## src/design/dfac_defs.vh

```
// Register map, field layout and timing constants for the antenna control block
`ifndef DFAC_DEFS_VH
`define DFAC_DEFS_VH

// ****************************************************************
// Register map
// ****************************************************************
`define DFAC_CFG_ADDR        12'h910
`define DFAC_OFS_ADDR        12'h914
`define DFAC_PAT_ADDR        12'h928
`define DFAC_CLR_ADDR        12'h92C
`define DFAC_CFG_RESET       32'h00023282
`define DFAC_OFS_RESET       32'h00000000
`define DFAC_CFG_MASK        32'h0F07FFBF
`define DFAC_OFS_MASK        32'h0FFF1FFF

// ****************************************************************
// Field layout
// ****************************************************************
`define DFAC_LEN_RANGE       5:0
`define DFAC_EXT_BIT         7
`define DFAC_SWSP_RANGE      11:8
`define DFAC_REFSP_RANGE     14:12
`define DFAC_FMT_BIT         15
`define DFAC_SMPSP_RANGE     18:16
`define DFAC_GAIN_RANGE      27:24
`define DFAC_SWOFS_RANGE     12:0
`define DFAC_SWOFS_SIGN      12
`define DFAC_SMPOFS_RANGE    27:16
`define DFAC_SMPOFS_SIGN     27

// ****************************************************************
// Pattern array and gain stages
// ****************************************************************
`define DFAC_PAT_DEPTH       6'd40
`define DFAC_PAT_LAST        6'd39
`define DFAC_LNA_MAX         4'd4
`define DFAC_MIX_MAX         4'd4
`define DFAC_AAF_MAX         4'd4

// ****************************************************************
// Timing: 16 MHz timing ticks derived from the 50 MHz clock
// ****************************************************************
`define DFAC_TICK_INC        6'd16
`define DFAC_TICK_MOD        6'd50
`define DFAC_TICK_MHZ        16
`define DFAC_UNIT_NS         8000
`define DFAC_REF_NS          12000
`define DFAC_SP4_TICKS       16'd64
`define DFAC_SP2_TICKS       16'd32
`define DFAC_SP1_TICKS       16'd16
`define DFAC_SP05_TICKS      16'd8
`define DFAC_SP025_TICKS     16'd4
`define DFAC_SP0125_TICKS    16'd2
`define DFAC_UNIT_SHIFT      7
`define DFAC_REF_TICKS       16'd192

`endif

```

## src/design/dfac_top.v

```verilog
// Direction finding configuration, procedure timing and antenna pattern driver
//
// Added by the designer: the strobed register port.
`timescale 1ns/1ps
`include "dfac_defs.vh"

module dfac_top (
  input  wire        clock_i,
  input  wire        sys_rst_i,
  input  wire [11:0] reg_addr_i,
  input  wire [31:0] reg_wdata_i,
  input  wire        reg_wr_i,
  input  wire        reg_rd_i,
  output reg  [31:0] reg_rdata_o,
  input  wire        tx_mode_i,
  input  wire        crc_end_i,
  input  wire        payload_start_i,
  input  wire        inline_tone_info_parse_enable_i,
  input  wire [2:0]  inline_rx_spacing_first_i,
  input  wire [2:0]  inline_rx_spacing_second_i,
  input  wire [5:0]  parsed_length_units_i,
  input  wire        aoa_mode_i,
  input  wire        aod_short_slot_i,
  output reg  [7:0]  antenna_pins_o,
  output reg         sample_strobe_o,
  output wire        sample_format_o,
  output reg         cte_extension_o,
  output reg         procedure_active_o,
  output reg  [3:0]  low_noise_amp_gain_o,
  output reg  [3:0]  mixer_gain_o,
  output reg  [3:0]  antialias_filter_gain_o
);

  // ****************************************************************
  // Decoding functions
  // ****************************************************************
  // Sample spacing code to ticks; undefined codes fall back to the slowest
  function [15:0] smp_ticks;
    input [2:0] code;
    begin
      case (code)
        3'h1: smp_ticks = `DFAC_SP4_TICKS;
        3'h2: smp_ticks = `DFAC_SP2_TICKS;
        3'h3: smp_ticks = `DFAC_SP1_TICKS;
        3'h4: smp_ticks = `DFAC_SP05_TICKS;
        3'h5: smp_ticks = `DFAC_SP025_TICKS;
        3'h6: smp_ticks = `DFAC_SP0125_TICKS;
        default: smp_ticks = `DFAC_SP4_TICKS;
      endcase
    end
  endfunction

  function [15:0] sw_ticks;
    input [3:0] code;
    begin
      case (code)
        4'h1: sw_ticks = `DFAC_SP4_TICKS;
        4'h2: sw_ticks = `DFAC_SP2_TICKS;
        4'h3: sw_ticks = `DFAC_SP1_TICKS;
        default: sw_ticks = `DFAC_SP4_TICKS;
      endcase
    end
  endfunction

  function [3:0] min4;
    input [3:0] a;
    input [3:0] b;
    begin
      min4 = (a < b) ? a : b;
    end
  endfunction

  // ****************************************************************
  // Registers and pattern array
  // ****************************************************************
  localparam ST_IDLE = 1'b0;
  localparam ST_RUN  = 1'b1;

  reg  [31:0]  cfg;
  reg  [31:0]  ofs;
  reg  [5:0]   pat_cnt;
  wire [319:0] pat_flat;
  wire         pat_wr;
  wire         pat_clr;
  wire         pat_full;

  assign pat_wr   = reg_wr_i && (reg_addr_i == `DFAC_PAT_ADDR);
  assign pat_clr  = reg_wr_i && (reg_addr_i == `DFAC_CLR_ADDR);
  assign pat_full = (pat_cnt == `DFAC_PAT_DEPTH);

  always @(posedge clock_i) begin
    if (sys_rst_i) begin
      cfg <= `DFAC_CFG_RESET;
      ofs <= `DFAC_OFS_RESET;
    end else if (reg_wr_i) begin
      if (reg_addr_i == `DFAC_CFG_ADDR) begin
        cfg <= reg_wdata_i & `DFAC_CFG_MASK;
      end
      if (reg_addr_i == `DFAC_OFS_ADDR) begin
        ofs <= reg_wdata_i & `DFAC_OFS_MASK;
      end
    end
  end

  // Pattern append and clear; a write to a full array is dropped
  always @(posedge clock_i) begin
    if (sys_rst_i) begin
      pat_cnt <= 6'h00;
    end else if (pat_clr) begin
      pat_cnt <= 6'h00;
    end else if (pat_wr && !pat_full) begin
      pat_cnt <= pat_cnt + 6'h01;
    end
  end

  genvar gi;
  generate
    for (gi = 0; gi < `DFAC_PAT_DEPTH; gi = gi + 1) begin : g_pat
      reg [7:0] entry;
      always @(posedge clock_i) begin
        if (sys_rst_i) begin
          entry <= 8'h00;
        end else if (pat_wr && !pat_full && (pat_cnt == gi)) begin
          entry <= reg_wdata_i[7:0];
        end
      end
      assign pat_flat[gi*8 +: 8] = entry;
    end
  endgenerate

  // Read data stands in the cycle after the strobe only
  always @(posedge clock_i) begin
    if (sys_rst_i) begin
      reg_rdata_o <= 32'h00000000;
    end else if (reg_rd_i) begin
      case (reg_addr_i)
        `DFAC_CFG_ADDR: reg_rdata_o <= cfg;
        `DFAC_OFS_ADDR: reg_rdata_o <= ofs;
        `DFAC_PAT_ADDR: reg_rdata_o <= {26'h0000000, pat_cnt};
        default:        reg_rdata_o <= 32'h00000000;
      endcase
    end else begin
      reg_rdata_o <= 32'h00000000;
    end
  end

  assign sample_format_o = cfg[`DFAC_FMT_BIT];

  // ****************************************************************
  // 16 MHz timing tick
  // ****************************************************************
  // Fractional accumulator: 16 ticks per 50 clocks, jitter of one clock per tick
  // Sum is one bit wider: the accumulator reaches 48, and 48 plus 16 overflows six bits
  reg  [5:0] tick_acc;
  wire [6:0] tick_sum;
  wire [6:0] tick_wrap;
  wire       tick;

  assign tick_sum  = {1'b0, tick_acc} + {1'b0, `DFAC_TICK_INC};
  assign tick_wrap = tick_sum - {1'b0, `DFAC_TICK_MOD};
  assign tick      = (tick_sum >= {1'b0, `DFAC_TICK_MOD});

  always @(posedge clock_i) begin
    if (sys_rst_i) begin
      tick_acc <= 6'h00;
    end else if (tick) begin
      tick_acc <= tick_wrap[5:0];
    end else begin
      tick_acc <= tick_sum[5:0];
    end
  end

  // ****************************************************************
  // Start points computed at trigger
  // ****************************************************************
  wire        use_ext;
  wire        trigger;
  wire [5:0]  len_units;
  wire [15:0] len_ticks;
  wire [15:0] sw_start_w;
  wire [16:0] smp_sum;
  wire [15:0] smp_start_w;
  wire [3:0]  steps;
  wire [3:0]  lna_w;
  wire [3:0]  mix_w;
  wire [3:0]  aaf_w;

  assign use_ext = cfg[`DFAC_EXT_BIT];
  // trigger at CRC end or in payload
  assign trigger = use_ext ? crc_end_i : payload_start_i;
  assign len_units = (tx_mode_i || !inline_tone_info_parse_enable_i) ?
                     cfg[`DFAC_LEN_RANGE] : parsed_length_units_i;
  assign len_ticks = {10'h000, len_units} << `DFAC_UNIT_SHIFT;
  assign sw_start_w = ofs[`DFAC_SWOFS_SIGN] ? 16'h0000 : {3'h0, ofs[`DFAC_SWOFS_RANGE]};
  assign smp_sum = {1'b0, sw_start_w} + {1'b0, `DFAC_REF_TICKS} +
                   {{5{ofs[`DFAC_SMPOFS_SIGN]}}, ofs[`DFAC_SMPOFS_RANGE]};
  assign smp_start_w = smp_sum[16] ? 16'h0000 : smp_sum[15:0];
  assign steps = cfg[`DFAC_GAIN_RANGE];
  assign lna_w = min4(steps, `DFAC_LNA_MAX);
  assign mix_w = min4(steps - lna_w, `DFAC_MIX_MAX);
  assign aaf_w = min4(steps - lna_w - mix_w, `DFAC_AAF_MAX);

  // ****************************************************************
  // Procedure sequencer
  // ****************************************************************
  reg         state;
  reg  [15:0] elapsed;
  reg  [15:0] len_q;
  reg  [15:0] sw_start;
  reg  [15:0] smp_start;
  reg  [15:0] sw_cnt;
  reg  [15:0] smp_cnt;
  reg  [5:0]  ant_idx;
  reg         switching;
  reg         past_ref;
  wire [15:0] since_sw;
  wire [15:0] sw_int;
  wire [15:0] smp_int;
  wire [2:0]  swp_code;
  wire [5:0]  ant_next;

  assign since_sw = elapsed - sw_start;
  assign sw_int = sw_ticks(cfg[`DFAC_SWSP_RANGE]);
  // AoA at 2 us picks first field
  assign swp_code = !inline_tone_info_parse_enable_i ? cfg[`DFAC_SMPSP_RANGE] :
                    (aoa_mode_i ? ((cfg[`DFAC_SWSP_RANGE] == 4'h2) ?
                                   inline_rx_spacing_first_i : inline_rx_spacing_second_i) :
                     (aod_short_slot_i ? inline_rx_spacing_first_i :
                                         inline_rx_spacing_second_i));
  assign smp_int = past_ref ? smp_ticks(swp_code) : smp_ticks(cfg[`DFAC_REFSP_RANGE]);
  assign ant_next = ((ant_idx + 6'h01) >= pat_cnt) ? 6'h01 : (ant_idx + 6'h01);

  always @(posedge clock_i) begin
    if (sys_rst_i) begin
      state                   <= ST_IDLE;
      elapsed                 <= 16'h0000;
      len_q                   <= 16'h0000;
      sw_start                <= 16'h0000;
      smp_start               <= 16'h0000;
      sw_cnt                  <= 16'h0000;
      smp_cnt                 <= 16'h0000;
      ant_idx                 <= 6'h00;
      switching               <= 1'b0;
      past_ref                <= 1'b0;
      sample_strobe_o         <= 1'b0;
      procedure_active_o      <= 1'b0;
      cte_extension_o         <= 1'b0;
      low_noise_amp_gain_o    <= 4'h0;
      mixer_gain_o            <= 4'h0;
      antialias_filter_gain_o <= 4'h0;
    end else begin
      sample_strobe_o <= 1'b0;
      case (state)
        ST_IDLE: begin
          if (trigger && (len_ticks != 16'h0000)) begin
            state                   <= ST_RUN;
            elapsed                 <= 16'h0000;
            len_q                   <= len_ticks;
            sw_start                <= sw_start_w;
            smp_start               <= smp_start_w;
            sw_cnt                  <= 16'h0000;
            smp_cnt                 <= 16'h0000;
            ant_idx                 <= 6'h00;
            switching               <= 1'b0;
            past_ref                <= 1'b0;
            procedure_active_o      <= 1'b1;
            cte_extension_o         <= use_ext && tx_mode_i;
            low_noise_amp_gain_o    <= lna_w;
            mixer_gain_o            <= mix_w;
            antialias_filter_gain_o <= aaf_w;
          end
        end
        ST_RUN: begin
          if (tick) begin
            elapsed <= elapsed + 16'h0001;
            if (elapsed == sw_start) begin
              switching <= 1'b1;
            end
            if (switching && !past_ref && (since_sw == `DFAC_REF_TICKS)) begin
              past_ref <= 1'b1;
              ant_idx  <= 6'h01;
              sw_cnt   <= 16'h0000;
            end else if (past_ref) begin
              if (sw_cnt == (sw_int - 16'h0001)) begin
                sw_cnt  <= 16'h0000;
                ant_idx <= ant_next;
              end else begin
                sw_cnt <= sw_cnt + 16'h0001;
              end
            end
            if (elapsed >= smp_start) begin
              if (smp_cnt == 16'h0000) begin
                sample_strobe_o <= 1'b1;
              end
              if (smp_cnt >= (smp_int - 16'h0001)) begin
                smp_cnt <= 16'h0000;
              end else begin
                smp_cnt <= smp_cnt + 16'h0001;
              end
            end
            if ((elapsed + 16'h0001) >= len_q) begin
              state                   <= ST_IDLE;
              switching               <= 1'b0;
              past_ref                <= 1'b0;
              procedure_active_o      <= 1'b0;
              cte_extension_o         <= 1'b0;
              low_noise_amp_gain_o    <= 4'h0;
              mixer_gain_o            <= 4'h0;
              antialias_filter_gain_o <= 4'h0;
            end
          end
        end
        default: begin
          state <= ST_IDLE;
        end
      endcase
    end
  end

  // ****************************************************************
  // Antenna pins
  // ****************************************************************
  // Lines stay low outside switching so no antenna is left selected when idle
  always @(posedge clock_i) begin
    if (sys_rst_i) begin
      antenna_pins_o <= 8'h00;
    end else if (switching && (state == ST_RUN)) begin
      antenna_pins_o <= pat_flat[ant_idx*8 +: 8];
    end else begin
      antenna_pins_o <= 8'h00;
    end
  end

endmodule // dfac_top

```

## config.mk

```make
export PLATFORM = sky130hd
export DESIGN_NAME = dfac_top
export DESIGN_NICKNAME = d
export VERILOG_FILES = /design/src/design/dfac_top.v
export VERILOG_INCLUDE_DIRS = /design/src /design/src/design
export SDC_FILE = /design/constraint.sdc
export NUM_CORES = 1
export LEC_CHECK = 0
export BUFFER_PORTS_ARGS = -buffer_cell sky130_fd_sc_hd__buf_2
export CORE_ASPECT_RATIO = 1.2
export CORE_MARGIN = 2
export CORE_UTILIZATION = 60
export CTS_CLUSTER_DIAMETER = 200
export DETAILED_ROUTE_END_ITERATION = 12
export PLACE_DENSITY = 0.78
export SLEW_MARGIN = 10
export SYNTH_ARGS = -nofsm -noshare
export SYNTH_HDL_FRONTEND = slang
export SYNTH_SLANG_ARGS = --single-unit
```

## constraint.sdc

```tcl
create_clock -name clock_i -period 5.96 [get_ports clock_i]
set_clock_uncertainty 0.1 [all_clocks]
set_input_delay 0 -clock clock_i [delete_from_list [all_inputs] [get_ports clock_i]]
set_output_delay 0 -clock clock_i [all_outputs]
set_load 0.05 [all_outputs]
```

Word-level counts from Yosys, hierarchy flattened

Cells that the tools add are included.

Bits in registers: 529
Input bits: 66
Output and inout bits: 56
Logic and storage cells: 290

Add/subtract/negate cells: 14
$lt $le $gt $ge: 8
Equal/unequal tests: 67
Shift-type cells: 1
Mux-type cells: 64
Bitwise gates (word level): 5
Reduce and logical (&&, ||, !) cells: 69

Operator list:

| cell                  | number |
|---|---|
| $shiftx 320x10->8     | 1 |
| $mux 16               | 11 |
| $eq 6x5->1 const B    | 16 |
| $pmux 16 s2           | 3 |
| $pmux 28 s3           | 1 |
| $pmux 7 s5            | 2 |
| $eq 6x6->1 const B    | 9 |
| $add 16x1->16 const B | 3 |
| $eq 12x12->1 const B  | 4 |
| $eq 6x4->1 const B    | 8 |
| $logic_and 1x1->1     | 48 |
| $mux 6                | 8 |
| $eq 16x16->1          | 2 |
| $ge 16x16->1          | 2 |
| $mux 4                | 8 |
| $sub 16x1->16 const B | 2 |
| $eq 6x3->1 const B    | 4 |
| $pmux 4 s2            | 3 |
| $eq 3x3->1 const B    | 6 |
| $eq 16x8->1 const B   | 1 |
| $ge 16x13->1          | 1 |
| $logic_not 16->1      | 1 |
| $mux 1                | 16 |
| $reduce_bool 16->1    | 1 |
| other kinds (31)      | 67 |

Longest topological paths before layout

Depth in word-level cells: 13
Depth in mapped cells: 22
Gate-level depth less buffers: 21

Worst setup path before layout

No wires, ideal clock.

Path type: register -> register
Start point: reg cfg[9]
End point: reg smp_cnt[3]
Setup time: 0.059 ns
Arrival time: 4.442 ns
Data required time: 5.801 ns
Setup slack: 1.359 ns
Cell stages (with the launch flop): 23
Buffers on the path: 1
Clock period less this slack: 4.601 ns
Cells stage by stage: dfxtp_1 nor4b_1 mux2i_1 mux2_2 mux2i_1 nor2_1 nand2_1 o32ai_1 inv_1 ha_1 nor3b_1 a31oi_1 or3_1 ha_1 and4_1 a2111oi_0 o21ai_0 a31oi_1 o21a_1 buf_1 nand2_1 a31oi_1 o21a_1

Word-level cells in the longest chain between the ends: 13
Elaborated cells between the ends (all ways): 17
Classes of those cells: 1 x add/sub; 1 x order compare; 6 x eq/ne; 9 x mux

Ends and longest elaborated chain:

| what                                     | line           | source |
|---|---|---|
| start: declaration                       | dfac_top.v:79  | `reg [31:0] cfg;` |
| start signal: assignment                 | dfac_top.v:93  | `` cfg <= `DFAC_CFG_RESET; `` |
| start signal: assignment                 | dfac_top.v:97  | `` cfg <= reg_wdata_i & `DFAC_CFG_MASK; `` |
| $eq 4x2->1 (*)                           | dfac_top.v:226 | `` (aoa_mode_i ? ((cfg[`DFAC_SWSP_RANGE] == 4'h2) ? `` |
| $mux 3 (*) (2 in a row)                  | dfac_top.v:226 |  |
| $mux 3 (*)                               | dfac_top.v:225 | `` assign swp_code = !inline_tone_info_parse_enable_i ? cfg[`DFAC_SMPSP_RANGE] : `` |
| $eq 3x3->1 or $eq 3x2->1 (tied branches) | dfac_top.v:41  | `case (code)` |
| $pmux 7 s5 (*)                           | dfac_top.v:41  |  |
| $mux 16 (*)                              | dfac_top.v:230 | `` assign smp_int = past_ref ? smp_ticks(swp_code) : smp_ticks(cfg[`DFAC_REFSP_RANGE]); `` |
| $sub 16x1->16 (*)                        | dfac_top.v:295 | `if (smp_cnt >= (smp_int - 16'h0001)) begin` |
| $ge 16x16->1 (*)                         | dfac_top.v:295 |  |
| $mux 16 (*)                              | dfac_top.v:295 |  |
| $mux 16 (*)                              | dfac_top.v:291 | `if (elapsed >= smp_start) begin` |
| $mux 16 (*)                              | dfac_top.v:274 | `if (tick) begin` |
| $pmux 16 s2 (*)                          | dfac_top.v:253 | `case (state)` |
| end signal: assignment                   | dfac_top.v:298 | `smp_cnt <= smp_cnt + 16'h0001;` |
| end: declaration                         | dfac_top.v:212 | `reg [15:0] smp_cnt;` |

Every way passes the cells marked *; elsewhere a longest branch is shown, timed or not. The select of a mux whose other input is x is not followed.
A chain may end at the register's enable or synchronous reset.

Worst setup path after layout

Start point: reg cfg[8]
End point: reg smp_cnt[5]

The elaborated chain is that of the path after synthesis.

==> results.py <==
metrics = {
    "outcome": {
        "status": "finished clean",
    },
    "routing": {
        "top_layer_used": "met4",
        "antenna_left": 0,
        "num_vias": 22940,
        "postRouteWirelength_mm": 73.87,
        "avgRoutedWirePerCell_um": 20.20,
        "wl_met2_mm": 36.94,
        "wl_met1_mm": 26.96,
        "drt_iter0_markers": 2199,
        "drt_pass1_iterations": 6,
        "viasPerCell": 6.273,
        "drc": 0,
        "wl_met3_mm": 5.643,
    },
    "floorplan": {
        "rows": 82,
        "fp.dieH_um": 228.0,
        "core-area_sq_mm": 0.04155,
        "io-pin-count": 122,
        "start_util_pct": 60.35,
        "die_w_um": 190.6,
        "dieArea_sq_mm": 0.04346,
    },
    "sta": {
        "max_slew_margin_pct": 17.83,
        "hold_viol_final": 0,
        "min_period_over_period_pct": 91.20,
        "fmax_ghz": 0.1840,
        "period_minus_slack_ps": 5436,
        "rsz0062_at_grt": "false",
        "tightest_slew_ps": 1233,
        "tns_ps": 0,
        "slew_viol_final": 0,
        "finalSetupViolCount": 0,
    },
    "setup_path": {
        "path_buf_inv": 1,
        "cp_slowest_cell": "or3_1",
        "crit_family": "simple AND/OR/NAND/NOR gates",
        "setup.worst_path.end_class": "register",
        "critPathLaunchType": "register",
        "path_cells": "nor4b_1 > mux2i_1 > mux2_2 > mux2i_1 > nor2_1 > nand2_1 > o32ai_1 > inv_1 > ha_1 > nor3b_1 > a31oi_1 > or3_1 > ha_1 > and4_1 > a2111oi_0 > o21ai_0 > a31oi_1 > o21ai_1 > nor3_4 > a32o_1",
        "cp_max_fo": 8,
        "critPathArrivalTime_ps": 5870,
        "cp_data_required_time_ps": 6400,
        "path_class": "reg -> reg",
        "slowest_delay_ps": 470,
    },
    "placed_design": {
        "dp_hpwl_mm": 48.65,
        "io_buffers": 113,
        "place_congestion": 0.9104,
    },
    "layout": {
        "area_growth_pct": 12.52,
        "layout.nets": 3220,
        "final_common_cell": "nand2_1",
        "antenna_cells": 0,
        "drive_above_1_share_pct": 11.54,
        "fillers": 3285,
        "layout_common_cells": "nand2_1 (835), dfxtp_1 (516), a21oi_1 (427)",
    },
    "synthesis": {
        "ys_top_cells_by_area": "dfxtp_1 (41%), nand2_1 (12%), mux4_2 (8.6%)",
        "synth-main-ff-cell": "dfxtp_1",
        "synthArstFlopShare_pct": 0,
        "post_synth_inst_count": 3020,
        "ys_seq_area_share_pct": 41.35,
        "yosys_warnings": 0,
        "yosys_register_bits": 518,
        "synth.largest_area_cell": "dfxtp_1",
        "synth_edf_count": 0,
        "syn_area_sq_mm": 0.02508,
        "synth_top_area_share_pct": 41.35,
        "yosysUniqueCellTypes": 86,
        "avgSynthCellArea_sq_um": 8.304,
    },
    "min_path": {
        "min_path_type": "in -> reg",
    },
    "cts": {
        "cts_tree": "built",
        "cts_sinks": 518,
        "root_buffer": "clkbuf_16",
        "cts_buffers": 52,
        "h-tree-depth": 2,
        "path_clk_slew_ps": 70,
        "clk_path_buf_depth": 3,
        "clock_latency_ps": 610,
    },
    "power_and_ir_drop": {
        "powerDensity_mw_per_mm2": 274.9,
        "p_leak_nw": 10.03,
        "finalPower_mw": 7.756,
        "ir_drop_mv": 0.2449,
    },
    "grt": {
        "antenna_found_initial": 0,
        "track_usage_pct": 33.57,
        "overflow": 0,
        "grt_pass1_vias": 22370,
        "grt_max_degree": 118,
        "grt_pass1_wl_mm": 116.9,
    },
    "job": {
        "cap_violations": 0,
    },
}
[worst paths after layout]
path                                   start                               to  slack, ps  cells past startpoint
max                      cfg[8]$_SDFFE_PP0P_          smp_cnt[5]$_SDFFE_PP0P_        520                     20
max reg2reg              cfg[8]$_SDFFE_PP0P_          smp_cnt[5]$_SDFFE_PP0P_        520                     20
min                           reg_addr_i[10]          pat_cnt[2]$_SDFFE_PP0P_         50                      7
min reg2reg  g_pat[22].entry[4]$_SDFFE_PP0P_  g_pat[22].entry[4]$_SDFFE_PP0P_        350                      2
[Yosys cell counts (all sizes together), types with 28 or more instances]
cell type	count
nand2	835
dfxtp	518
a21oi	428
nor2	170
clkbuf	148
mux4	96
nand3	89
ha	84
inv	73
mux2i	60
o21ai	51
buf	44
and2	33
nand4	28
xnor2	28
[worst register-to-register path: cells and delay by family, from the launching register on]
family | cells | cell delay (ps)
AO/OA/AOI/OAI | 7 | 1490
adder cells (fa/ha/maj) | 2 | 500
buffers and inverters | 1 | 90
flip-flops | 1 | 340
multiplexers | 3 | 870
AND/OR/NAND/NOR | 7 | 1960
[what timing repair did]
item / CTS / global route
gates resized for setup: 0 / 3
setup endpoints to repair: 0 / 8
setup buffers: 0 / 0
endpoints found under the hold margin: 373 / 0
hold buffers: 53 / 0
[metal layers]
layer / vias up / global-route usage [%]
li1: 10580 / -
met1: 11010 / 39.06
met2: 1084 / 58.47
met3: 261 / 5.538
met4: 0 / 18.48
met5: - / 0
[power by group]
part | total [mW] | switching, mW | internal [mW]
clock | 3.71 | 1.44 | 2.27
combinational | 0.532 | 0.375 | 0.157
sequential | 3.52 | 0.0290 | 3.49
[cell families after synthesis]
logic type                 share of synthesized area [%]
adders and majority gates                          4.271
xor gates and xnor gates                           1.397
other                                            0.02995
AOI/OAI and AO/OA                                  15.04
DFF                                                41.35
and+or+nand+nor                                    22.56
muxes                                              11.20
buffers and inverters                              4.161
[flip-flops by register name, indices dropped and copies added, names as in the netlist, 8 cells and up]
| register | count |
|---|---|
| antenna_pins_o | 8 |
| cfg | 22 |
| elapsed | 16 |
| g_pat.entry | 320 |
| ofs | 25 |
| reg_rdata_o | 28 |
| smp_cnt | 16 |
| smp_start | 14 |
| sw_cnt | 16 |
| sw_start | 12 |
[per-stage QoR]
step	std cells	instance area (sq um)	worst slack (ps)	hold slack (ps)	util [%]
floorplan	3025	25100	1359	24.15	-
global placement	3508	25720	593.9	128.6	61.89
detailed placement	3508	25720	386.8	136.4	61.89
CTS	3657	28200	294.8	19.96	67.88
global route	3657	28220	73.99	91.11	67.91
finish	3657	28220	524.2	45.89	67.91
[layout make-up]
type                       count  area, sq um  area share, %
clock buffer                  70         1520          5.388
clock inverter                26        436.7          1.548
inverter                      74        277.8         0.9844
multi-input combinational   2241        13700          48.54
sequential                   518        10380          36.78
tap                          546        683.2          2.421
timing repair buffer         182         1226          4.346
No activity file was read; power rests on OpenSTA's default activity.
